### config.mk
export PLATFORM = sky130hd
export DESIGN_NAME = aop_port
export DESIGN_NICKNAME = d
export VERILOG_FILES = /design/src/aop_pkg.sv /design/src/aop_port.sv
export SDC_FILE = /design/constraint.sdc
export NUM_CORES = 1
export LEC_CHECK = 0
export ABC_AREA = 1
export CAP_MARGIN = 40
export CORE_AREA = 2 2 143 145
export DETAILED_ROUTE_END_ITERATION = 10
export DIE_AREA = 0 0 145 147
export DONT_BUFFER_PORTS = 1
export MAX_ROUTING_LAYER = met4
export PLACE_DENSITY = 0.69
export SYNTH_ARGS = -nofsm -noshare
export SYNTH_HDL_FRONTEND = slang
export SYNTH_SLANG_ARGS = --single-unit
### constraint.sdc
create_clock -name clk_sys_i -period 4 [get_ports clk_sys_i]
set_input_delay 0.6 -clock clk_sys_i [delete_from_list [all_inputs] [get_ports clk_sys_i]]
set_output_delay 0.6 -clock clk_sys_i [all_outputs]
set_load 0.01 [all_outputs]
### src/aop_pkg.sv
package aop_pkg;
  localparam int DATA_W = 16;
  localparam int FIFO_DEPTH = 8;
  localparam int CLK_PERIOD_NS = 8;
  // Least half period of the internal serial clock
  localparam int SCLK_HALF_NS = 16;
  localparam int SCLK_HALF_CYC =
    (SCLK_HALF_NS + CLK_PERIOD_NS - 1) / CLK_PERIOD_NS;
  localparam int HALF_CNT_W = 6;
  localparam logic [4:0] BIT_LAST = 5'h0f;
  // Shared pin positions
  localparam int PIN_DIV_LO = 2;
  localparam int PIN_DIV_HI = 3;
  localparam int PIN_CLK_SRC = 4;
  localparam int PIN_SYNC_POL = 5;
  localparam int PIN_CLK_INV = 6;
  localparam int PIN_RMODE = 7;
  localparam int PIN_SDATA = 8;
  localparam int PIN_SCLK = 9;
  localparam int PIN_SYNC = 10;
  // Output enables, active low
  localparam logic [15:0] OE_N_PAR = 16'h0000;
  localparam logic [15:0] OE_N_SER_MASTER = 16'hf8ff;
  localparam logic [15:0] OE_N_SER_SLAVE = 16'hfaff;
  localparam logic [15:0] OE_N_RST = 16'hffff;
  localparam logic [15:0] PIN_RST = 16'h0000;
  localparam logic [15:0] WORD_RST = 16'h0000;
  typedef enum logic [2:0] {
    AOP_MODE_NORMAL = 3'h1,
    AOP_MODE_FAST = 3'h2,
    AOP_MODE_LOWPWR = 3'h4
  } aop_mode_e;
  typedef enum logic [1:0] {
    AOP_ST_IDLE = 2'h1,
    AOP_ST_SHIFT = 2'h2
  } aop_state_e;
endpackage : aop_pkg

### src/aop_port.sv
`timescale 1ns/100ps

module aop_fifo #(
  parameter int WIDTH = 16,
  parameter int DEPTH = 8
) (
  // Clock and reset
  input wire logic clk_sys_i,
  input wire logic rst_i,
  input wire logic clk_en_i,
  // Fill side
  input wire logic in_valid_i,
  output logic in_ready_o,
  input wire logic [WIDTH-1:0] in_data_i,
  // Drain side
  output logic out_valid_o,
  input wire logic out_ready_i,
  output logic [WIDTH-1:0] out_data_o
);
  localparam int AW = $clog2(DEPTH);
  localparam logic [AW:0] CNT_FULL = (AW+1)'(DEPTH);
  localparam logic [AW:0] CNT_ONE = (AW+1)'(1);
  logic [WIDTH-1:0] mem_ff [DEPTH];
  logic [AW-1:0] wr_ff;
  logic [AW-1:0] rd_ff;
  logic [AW:0] cnt_ff;
  logic ready_ff;
  logic valid_ff;
  wire push = clk_en_i && in_valid_i && ready_ff;
  wire pop = clk_en_i && out_ready_i && valid_ff;
  wire [AW:0] cnt_up = push ? cnt_ff + CNT_ONE : cnt_ff;
  wire [AW:0] nxt_cnt = pop ? cnt_up - CNT_ONE : cnt_up;

  assign in_ready_o = ready_ff;
  assign out_valid_o = valid_ff;
  assign out_data_o = mem_ff[rd_ff];

  always_ff @(posedge clk_sys_i) begin
    if (push) begin
      mem_ff[wr_ff] <= in_data_i;
    end
  end

  // Flags registered from the next count, so both stay honest
  always_ff @(posedge clk_sys_i or posedge rst_i) begin
    if (rst_i) begin
      wr_ff <= '0;
      rd_ff <= '0;
      cnt_ff <= '0;
      ready_ff <= 1'b1;
      valid_ff <= 1'b0;
    end else begin
      if (push) begin
        wr_ff <= wr_ff + AW'(1);
      end
      if (pop) begin
        rd_ff <= rd_ff + AW'(1);
      end
      cnt_ff <= nxt_cnt;
      ready_ff <= nxt_cnt != CNT_FULL;
      valid_ff <= nxt_cnt != '0;
    end
  end
endmodule : aop_fifo

module aop_port (
  // Clock, reset, enable
  input wire logic clk_sys_i,
  input wire logic rst_i,
  input wire logic clk_en_i,
  // Static mode pins
  input wire logic fast_mode_select_i,
  input wire logic low_power_select_i,
  input wire logic port_select_i,
  output logic [2:0] conv_mode_o,
  // Conversion core, same clock
  input wire logic conv_busy_i,
  input wire logic result_valid_i,
  output logic result_ready_o,
  input wire logic [15:0] result_data_i,
  // Data bus pins, shared with the serial port
  input wire logic [15:0] data_pin_i,
  output logic [15:0] data_pin_o,
  output logic [15:0] data_pin_oe_n_o,
  input wire logic cs_n_pin_i
);
  logic [11:0] s1_ff;
  logic [11:0] s2_ff;
  logic sclk_d_ff;
  logic [2:0] mode_ff;
  aop_pkg::aop_state_e state_ff;
  logic [15:0] sreg_ff;
  logic [15:0] par_word_ff;
  logic [4:0] bit_ff;
  logic [5:0] cnt_ff;
  logic mclk_ff;
  logic [15:0] pin_ff;
  logic [15:0] oe_n_ff;
  logic fifo_valid;
  logic [15:0] fifo_dout;

  function automatic logic [2:0] mode_of(input logic fast,
                                         input logic lowp);
    if (lowp && !fast) begin
      mode_of = aop_pkg::AOP_MODE_LOWPWR;
    end else if (fast && !lowp) begin
      mode_of = aop_pkg::AOP_MODE_FAST;
    end else begin
      // Both high is undefined; fall back to normal
      mode_of = aop_pkg::AOP_MODE_NORMAL;
    end
  endfunction : mode_of

  // All pins are asynchronous to clk_sys_i
  wire [11:0] raw_pins = {cs_n_pin_i, port_select_i, low_power_select_i,
                          fast_mode_select_i, data_pin_i[9:2]};
  wire sclk_q = s2_ff[aop_pkg::PIN_SCLK-2];
  wire rmode_q = s2_ff[aop_pkg::PIN_RMODE-2];
  wire inv_q = s2_ff[aop_pkg::PIN_CLK_INV-2];
  wire pol_q = s2_ff[aop_pkg::PIN_SYNC_POL-2];
  wire ext_q = s2_ff[aop_pkg::PIN_CLK_SRC-2];
  wire [1:0] div_q = {s2_ff[aop_pkg::PIN_DIV_HI-2],
                      s2_ff[aop_pkg::PIN_DIV_LO-2]};
  wire fast_q = s2_ff[8];
  wire lowp_q = s2_ff[9];
  wire ser_q = s2_ff[10];
  wire cs_n_q = s2_ff[11];

  wire idle = state_ff == aop_pkg::AOP_ST_IDLE;
  wire shifting = state_ff == aop_pkg::AOP_ST_SHIFT;
  wire master = !ext_q;
  wire rac_mode = ser_q && master && !rmode_q;

  // Divider pins count only in read-after-convert master
  wire [1:0] div_eff = rac_mode ? div_q : 2'h0;
  wire [5:0] half_w = 6'(aop_pkg::SCLK_HALF_CYC) << div_eff;
  wire half_tick = cnt_ff == half_w - 6'h01;
  wire m_fall = shifting && master && half_tick && mclk_ff;
  wire m_done = m_fall && bit_ff == aop_pkg::BIT_LAST;

  // Slave update edge follows the inverted sense when asked
  wire s_cur = sclk_q ^ inv_q;
  wire s_prev = sclk_d_ff ^ inv_q;
  wire s_upd = shifting && ext_q && !cs_n_q && s_cur && !s_prev;

  // Read-during-convert starts while busy, else after completion
  wire m_go = rmode_q ? conv_busy_i : !conv_busy_i;
  wire s_go = !cs_n_q;
  wire start = ser_q && idle && fifo_valid && (master ? m_go : s_go);
  wire par_pop = !ser_q && fifo_valid;
  wire pop = start || par_pop;
  wire stop = !ser_q || m_done || (ext_q && cs_n_q);

  wire sdata_bit = sreg_ff[15];
  wire sclk_lvl = mclk_ff ^ inv_q;
  wire sync_lvl = shifting ^ pol_q;
  wire [15:0] ser_pins = {5'h00, sync_lvl, sclk_lvl, sdata_bit, 8'h00};
  wire [15:0] nxt_pin = ser_q ? ser_pins : par_word_ff;
  wire [15:0] ser_oe_n = master ? aop_pkg::OE_N_SER_MASTER
                                : aop_pkg::OE_N_SER_SLAVE;
  wire [15:0] nxt_oe_n = ser_q ? ser_oe_n : aop_pkg::OE_N_PAR;

  aop_fifo #(
    .WIDTH(aop_pkg::DATA_W),
    .DEPTH(aop_pkg::FIFO_DEPTH)
  ) u_fifo (
    .clk_sys_i(clk_sys_i),
    .rst_i(rst_i),
    .clk_en_i(clk_en_i),
    .in_valid_i(result_valid_i),
    .in_ready_o(result_ready_o),
    .in_data_i(result_data_i),
    .out_valid_o(fifo_valid),
    .out_ready_i(pop),
    .out_data_o(fifo_dout)
  );

  assign conv_mode_o = mode_ff;
  assign data_pin_o = pin_ff;
  assign data_pin_oe_n_o = oe_n_ff;

  always_ff @(posedge clk_sys_i or posedge rst_i) begin
    if (rst_i) begin
      s1_ff <= '0;
      s2_ff <= '0;
      sclk_d_ff <= 1'b0;
    end else if (clk_en_i) begin
      s1_ff <= raw_pins;
      s2_ff <= s1_ff;
      sclk_d_ff <= sclk_q;
    end
  end

  always_ff @(posedge clk_sys_i or posedge rst_i) begin
    if (rst_i) begin
      mode_ff <= aop_pkg::AOP_MODE_NORMAL;
    end else if (clk_en_i) begin
      mode_ff <= mode_of(fast_q, lowp_q);
    end
  end

  always_ff @(posedge clk_sys_i or posedge rst_i) begin
    if (rst_i) begin
      state_ff <= aop_pkg::AOP_ST_IDLE;
    end else if (clk_en_i) begin
      case (state_ff)
        aop_pkg::AOP_ST_IDLE: begin
          if (start) begin
            state_ff <= aop_pkg::AOP_ST_SHIFT;
          end
        end
        aop_pkg::AOP_ST_SHIFT: begin
          if (stop) begin
            state_ff <= aop_pkg::AOP_ST_IDLE;
          end
        end
        default: begin
          state_ff <= aop_pkg::AOP_ST_IDLE;
        end
      endcase
    end
  end

  // Chain input enters at the bottom; 16 shifts bring it out
  always_ff @(posedge clk_sys_i or posedge rst_i) begin
    if (rst_i) begin
      sreg_ff <= aop_pkg::WORD_RST;
      bit_ff <= 5'h00;
    end else if (clk_en_i) begin
      if (start) begin
        sreg_ff <= fifo_dout;
        bit_ff <= 5'h00;
      end else if (m_fall || s_upd) begin
        sreg_ff <= {sreg_ff[14:0], rmode_q};
        bit_ff <= bit_ff + 5'h01;
      end
    end
  end

  // Master clock idles low and rises first in each bit
  always_ff @(posedge clk_sys_i or posedge rst_i) begin
    if (rst_i) begin
      cnt_ff <= 6'h00;
      mclk_ff <= 1'b0;
    end else if (clk_en_i) begin
      if (!shifting || ext_q) begin
        cnt_ff <= 6'h00;
        mclk_ff <= 1'b0;
      end else if (half_tick) begin
        cnt_ff <= 6'h00;
        mclk_ff <= !mclk_ff;
      end else begin
        cnt_ff <= cnt_ff + 6'h01;
      end
    end
  end

  always_ff @(posedge clk_sys_i or posedge rst_i) begin
    if (rst_i) begin
      par_word_ff <= aop_pkg::WORD_RST;
    end else if (clk_en_i && par_pop) begin
      par_word_ff <= fifo_dout;
    end
  end

  // Pins registered; enables low while driving
  always_ff @(posedge clk_sys_i or posedge rst_i) begin
    if (rst_i) begin
      pin_ff <= aop_pkg::PIN_RST;
      oe_n_ff <= aop_pkg::OE_N_RST;
    end else if (clk_en_i) begin
      pin_ff <= nxt_pin;
      oe_n_ff <= nxt_oe_n;
    end
  end
endmodule : aop_port

==> flow_metrics.env <==
export IMPL_fin_crit_sh=0.534
export IMPL_r2r_start="s2_ff[10]$_DFFE_PP0P_"
export IMPL_ys_ff_latch=231
export IMPL_skew_ns=0.0137
export IMPL_synth_top_area_frac=0.394
export IMPL_gp_congestion=0.799
export IMPL_yosysTopAreaCell="edfxtp_1"
export IMPL_rsz0062_at_grt="false"
export IMPL_synth_cell_type_count=40
export IMPL_placed_area_sq_um=9930
export IMPL_vias_per_cell=5.24
export IMPL_fin_tns_setup_ns=0
export IMPL_layout_nets=945
export IMPL_yosysWarnings=0
export IMPL_cts_clk_slew_worst_paths_ns=0.06
export IMPL_antenna_found_initial=0
export IMPL_syn2layout_area_growth_pct=9.33
export IMPL_num_rows=52
export IMPL_grt_max_degree=73
export IMPL_critPathCaptureType="register"
export IMPL_root_buffer="clkbuf_16"
export IMPL_clk_latency_ns=0.51
export IMPL_vias=6187
export IMPL_yosys_top_cells_area="edfxtp_1 39%, dfrtp_1 25%, nand2_1 7.3%, o21ai_0 7.3%, nor2_1 4.7%"
export IMPL_dp_hpwl_mm=11.5
export IMPL_start_kind="register"
export IMPL_setup_viol=0
export IMPL_clockBufferDepth=3
export IMPL_r2r_setup_slack_ns=1.86
export IMPL_status="complete, no violations"
export IMPL_drv_cap=0
export IMPL_worstMarginPinSlew_ns=0.793
export IMPL_drt_iter0_markers=538
export IMPL_grt_pass1_wl_mm=31.8
export IMPL_reg2regPathDepth=10
export IMPL_rr_endpoint="u_fifo.out_valid_o$_DFF_PP0_"
export IMPL_postCtsHoldBufs=0
export IMPL_worstSetupPathType="reg -> reg"
export IMPL_critPathLaunch="s2_ff[10]$_DFFE_PP0P_"
export IMPL_cts_htree_levels=1
export IMPL_drt_first_pass_iters=5
export IMPL_fp_dieH_microns=147
export IMPL_final_cell_area_sq_um=10700
export IMPL_leakagePower_nw=4.26
export IMPL_p_per_area_nw_per_um2=671
export IMPL_diodes=0
export IMPL_wirelength_mm=19.1
export IMPL_grtUsageTotal=0.191
export IMPL_ios=77
export IMPL_final_common_cell="nand2_1"
export IMPL_cts_buffers=24
export IMPL_peakVddDrop_uv=363
export IMPL_drc=0
export IMPL_period_needed_ns=2.14
export IMPL_clock_sinks=231
export IMPL_slew_viol_final=0
export IMPL_synthCells=912
export IMPL_core_sq_um=19800
export IMPL_hold_path_class="in -> async"
export IMPL_hold_viol=0
export IMPL_ys_seq_area_frac=0.659
export IMPL_crit_fanout=35
export IMPL_post_cts_setup_buffers=0
export IMPL_syn_nets=962
export IMPL_cts_resized=0
export IMPL_grt_pass1_vias=6044
export IMPL_die_area_sq_um=21300
export IMPL_cts_tree="yes"
export IMPL_slew_headroom=0.471
export IMPL_port_buffers=0
export IMPL_gr_total_overflow=0
export IMPL_mostFrequentLayoutCells="191 x nand2_1, 142 x o21ai_0, 128 x edfxtp_1"
export IMPL_synth_avg_cell_area_sq_um=10.7
export IMPL_routedWlPerCell_microns=16.2
export IMPL_die_w_microns=145
export IMPL_fmax_mhz=468
export IMPL_syn_cell_area_sq_um=9750
export IMPL_drive_gt1_frac=0.0845
export IMPL_crit_required_ns=4.39
export IMPL_drtAntennaViolNets=0
export IMPL_start_util=0.492
export IMPL_arrival_ns=2.52
-- layout make-up --
cell class	count	area (sq um)
fillers	1687	9180
clock buffers	34	669
clock inverters	8	62.6
repair buffers	18	188
flip-flops and latches	231	6430
well taps	270	338
inverters	41	156
multi-input cells	579	2820
-- stage by stage --
step            util  instances  hold slack, ns  setup slack, ns  power, mW
5_1_grt        0.537       1181           0.113             1.63       7.63
4_1_cts        0.537       1181           0.105             1.83       7.22
3_3_place_gp   0.496       1134           0.453             1.14       4.99
3_5_place_dp   0.501       1139           0.458             1.48       5.13
2_1_floorplan      -        912           0.442            0.706       4.61
6_report       0.537       1181          0.0984             1.86       7.15
-- cell families after synthesis --
kind of cell | count (synthesis) | synth area share
AND/OR/NAND/NOR | 371 | 0.159
flip-flops | 231 | 0.659
AO/OA/AOI/OAI | 187 | 0.107
buffers and inverters | 102 | 0.0518
XOR/XNOR | 11 | 0.00988
adder cells (fa/ha/maj) | 9 | 0.0115
multiplexers | 1 | 0.00103
-- synthesized netlist by cell type --
master	n
o21ai_1	10
nor2_2	2
ha_1	9
clkbuf_1	25
inv_2	3
nor4_2	1
a21oi_1	1
or2_2	2
nand3b_1	1
dfrtp_1	97
nand3_4	2
nand3_2	3
o21ai_0	142
a21oi_4	1
mux2i_1	1
nand2_4	1
nor3_1	5
a31oi_1	1
o211ai_1	17
buf_6	7
a22o_1	13
nand2_1	191
buf_4	15
buf_1	3
o21ai_2	1
dfstp_2	6
nor3b_1	1
nor2_4	2
buf_2	10
nand2_2	2
nand4_1	4
o311ai_0	1
nor2_1	122
clkbuf_2	1
edfxtp_1	128
xnor2_1	5
inv_1	38
nor3_2	1
nand3_1	31
xor2_1	6
-- power by group --
part | switching, mW | internal (mW)
combinational | 1.21 | 0.623
sequential | 0.301 | 2.95
clock | 0.847 | 1.22
-- layer usage --
layer	share of wire	global-route usage	up-vias
met5	0	-	-
met2	0.47	0.301	140
met3	0.061	0.0385	31
li1	-	-	3058
met1	0.45	0.260	2958
met4	0.019	0.0441	0
-- registers in the layout (all words and copies together), names as in the netlist --
name and cells:
s2_ff 11, u_fifo.out_valid_o 1, u_fifo.wr_ff 3, s1_ff 11, data_pin_o 16, par_word_ff 16, u_fifo.mem_ff 128, u_fifo.cnt_ff 4
u_fifo.in_ready_o 1, sreg_ff 16, sclk_d_ff 1, mclk_ff 1, u_fifo.rd_ff 3, conv_mode_o 3, data_pin_oe_n_o 3, cnt_ff 6
state_ff 2, bit_ff 5
-- worst max-delay path by stage --
stage | endpoint | slack [ns] | depth (start not counted)
4_1_cts | par_word_ff[9]$_DFFE_PP0P_ | 1.83 | 5
3_3_place_gp | par_word_ff[7]$_DFFE_PP0P_ | 1.14 | 5
3_5_place_dp | par_word_ff[7]$_DFFE_PP0P_ | 1.48 | 6
6_report | u_fifo.out_valid_o$_DFF_PP0_ | 1.86 | 10
5_1_grt | u_fifo.out_valid_o$_DFF_PP0_ | 1.63 | 10
2_1_floorplan | bit_ff[0]$_DFFE_PP0P_ | 0.71 | 1
-- critical path, cell delays in order, from the launching register on --
cell and delay [ns]:
dfrtp_1 0.59, nand2_1 0.16, nor3_2 0.12, nand2_1 0.15, buf_4 0.29, a21oi_4 0.25
nand2_1 0.13, o21ai_1 0.13, nand2_1 0.09, inv_1 0.06, nand2_1 0.05
(Power assumes the default switching activity.)
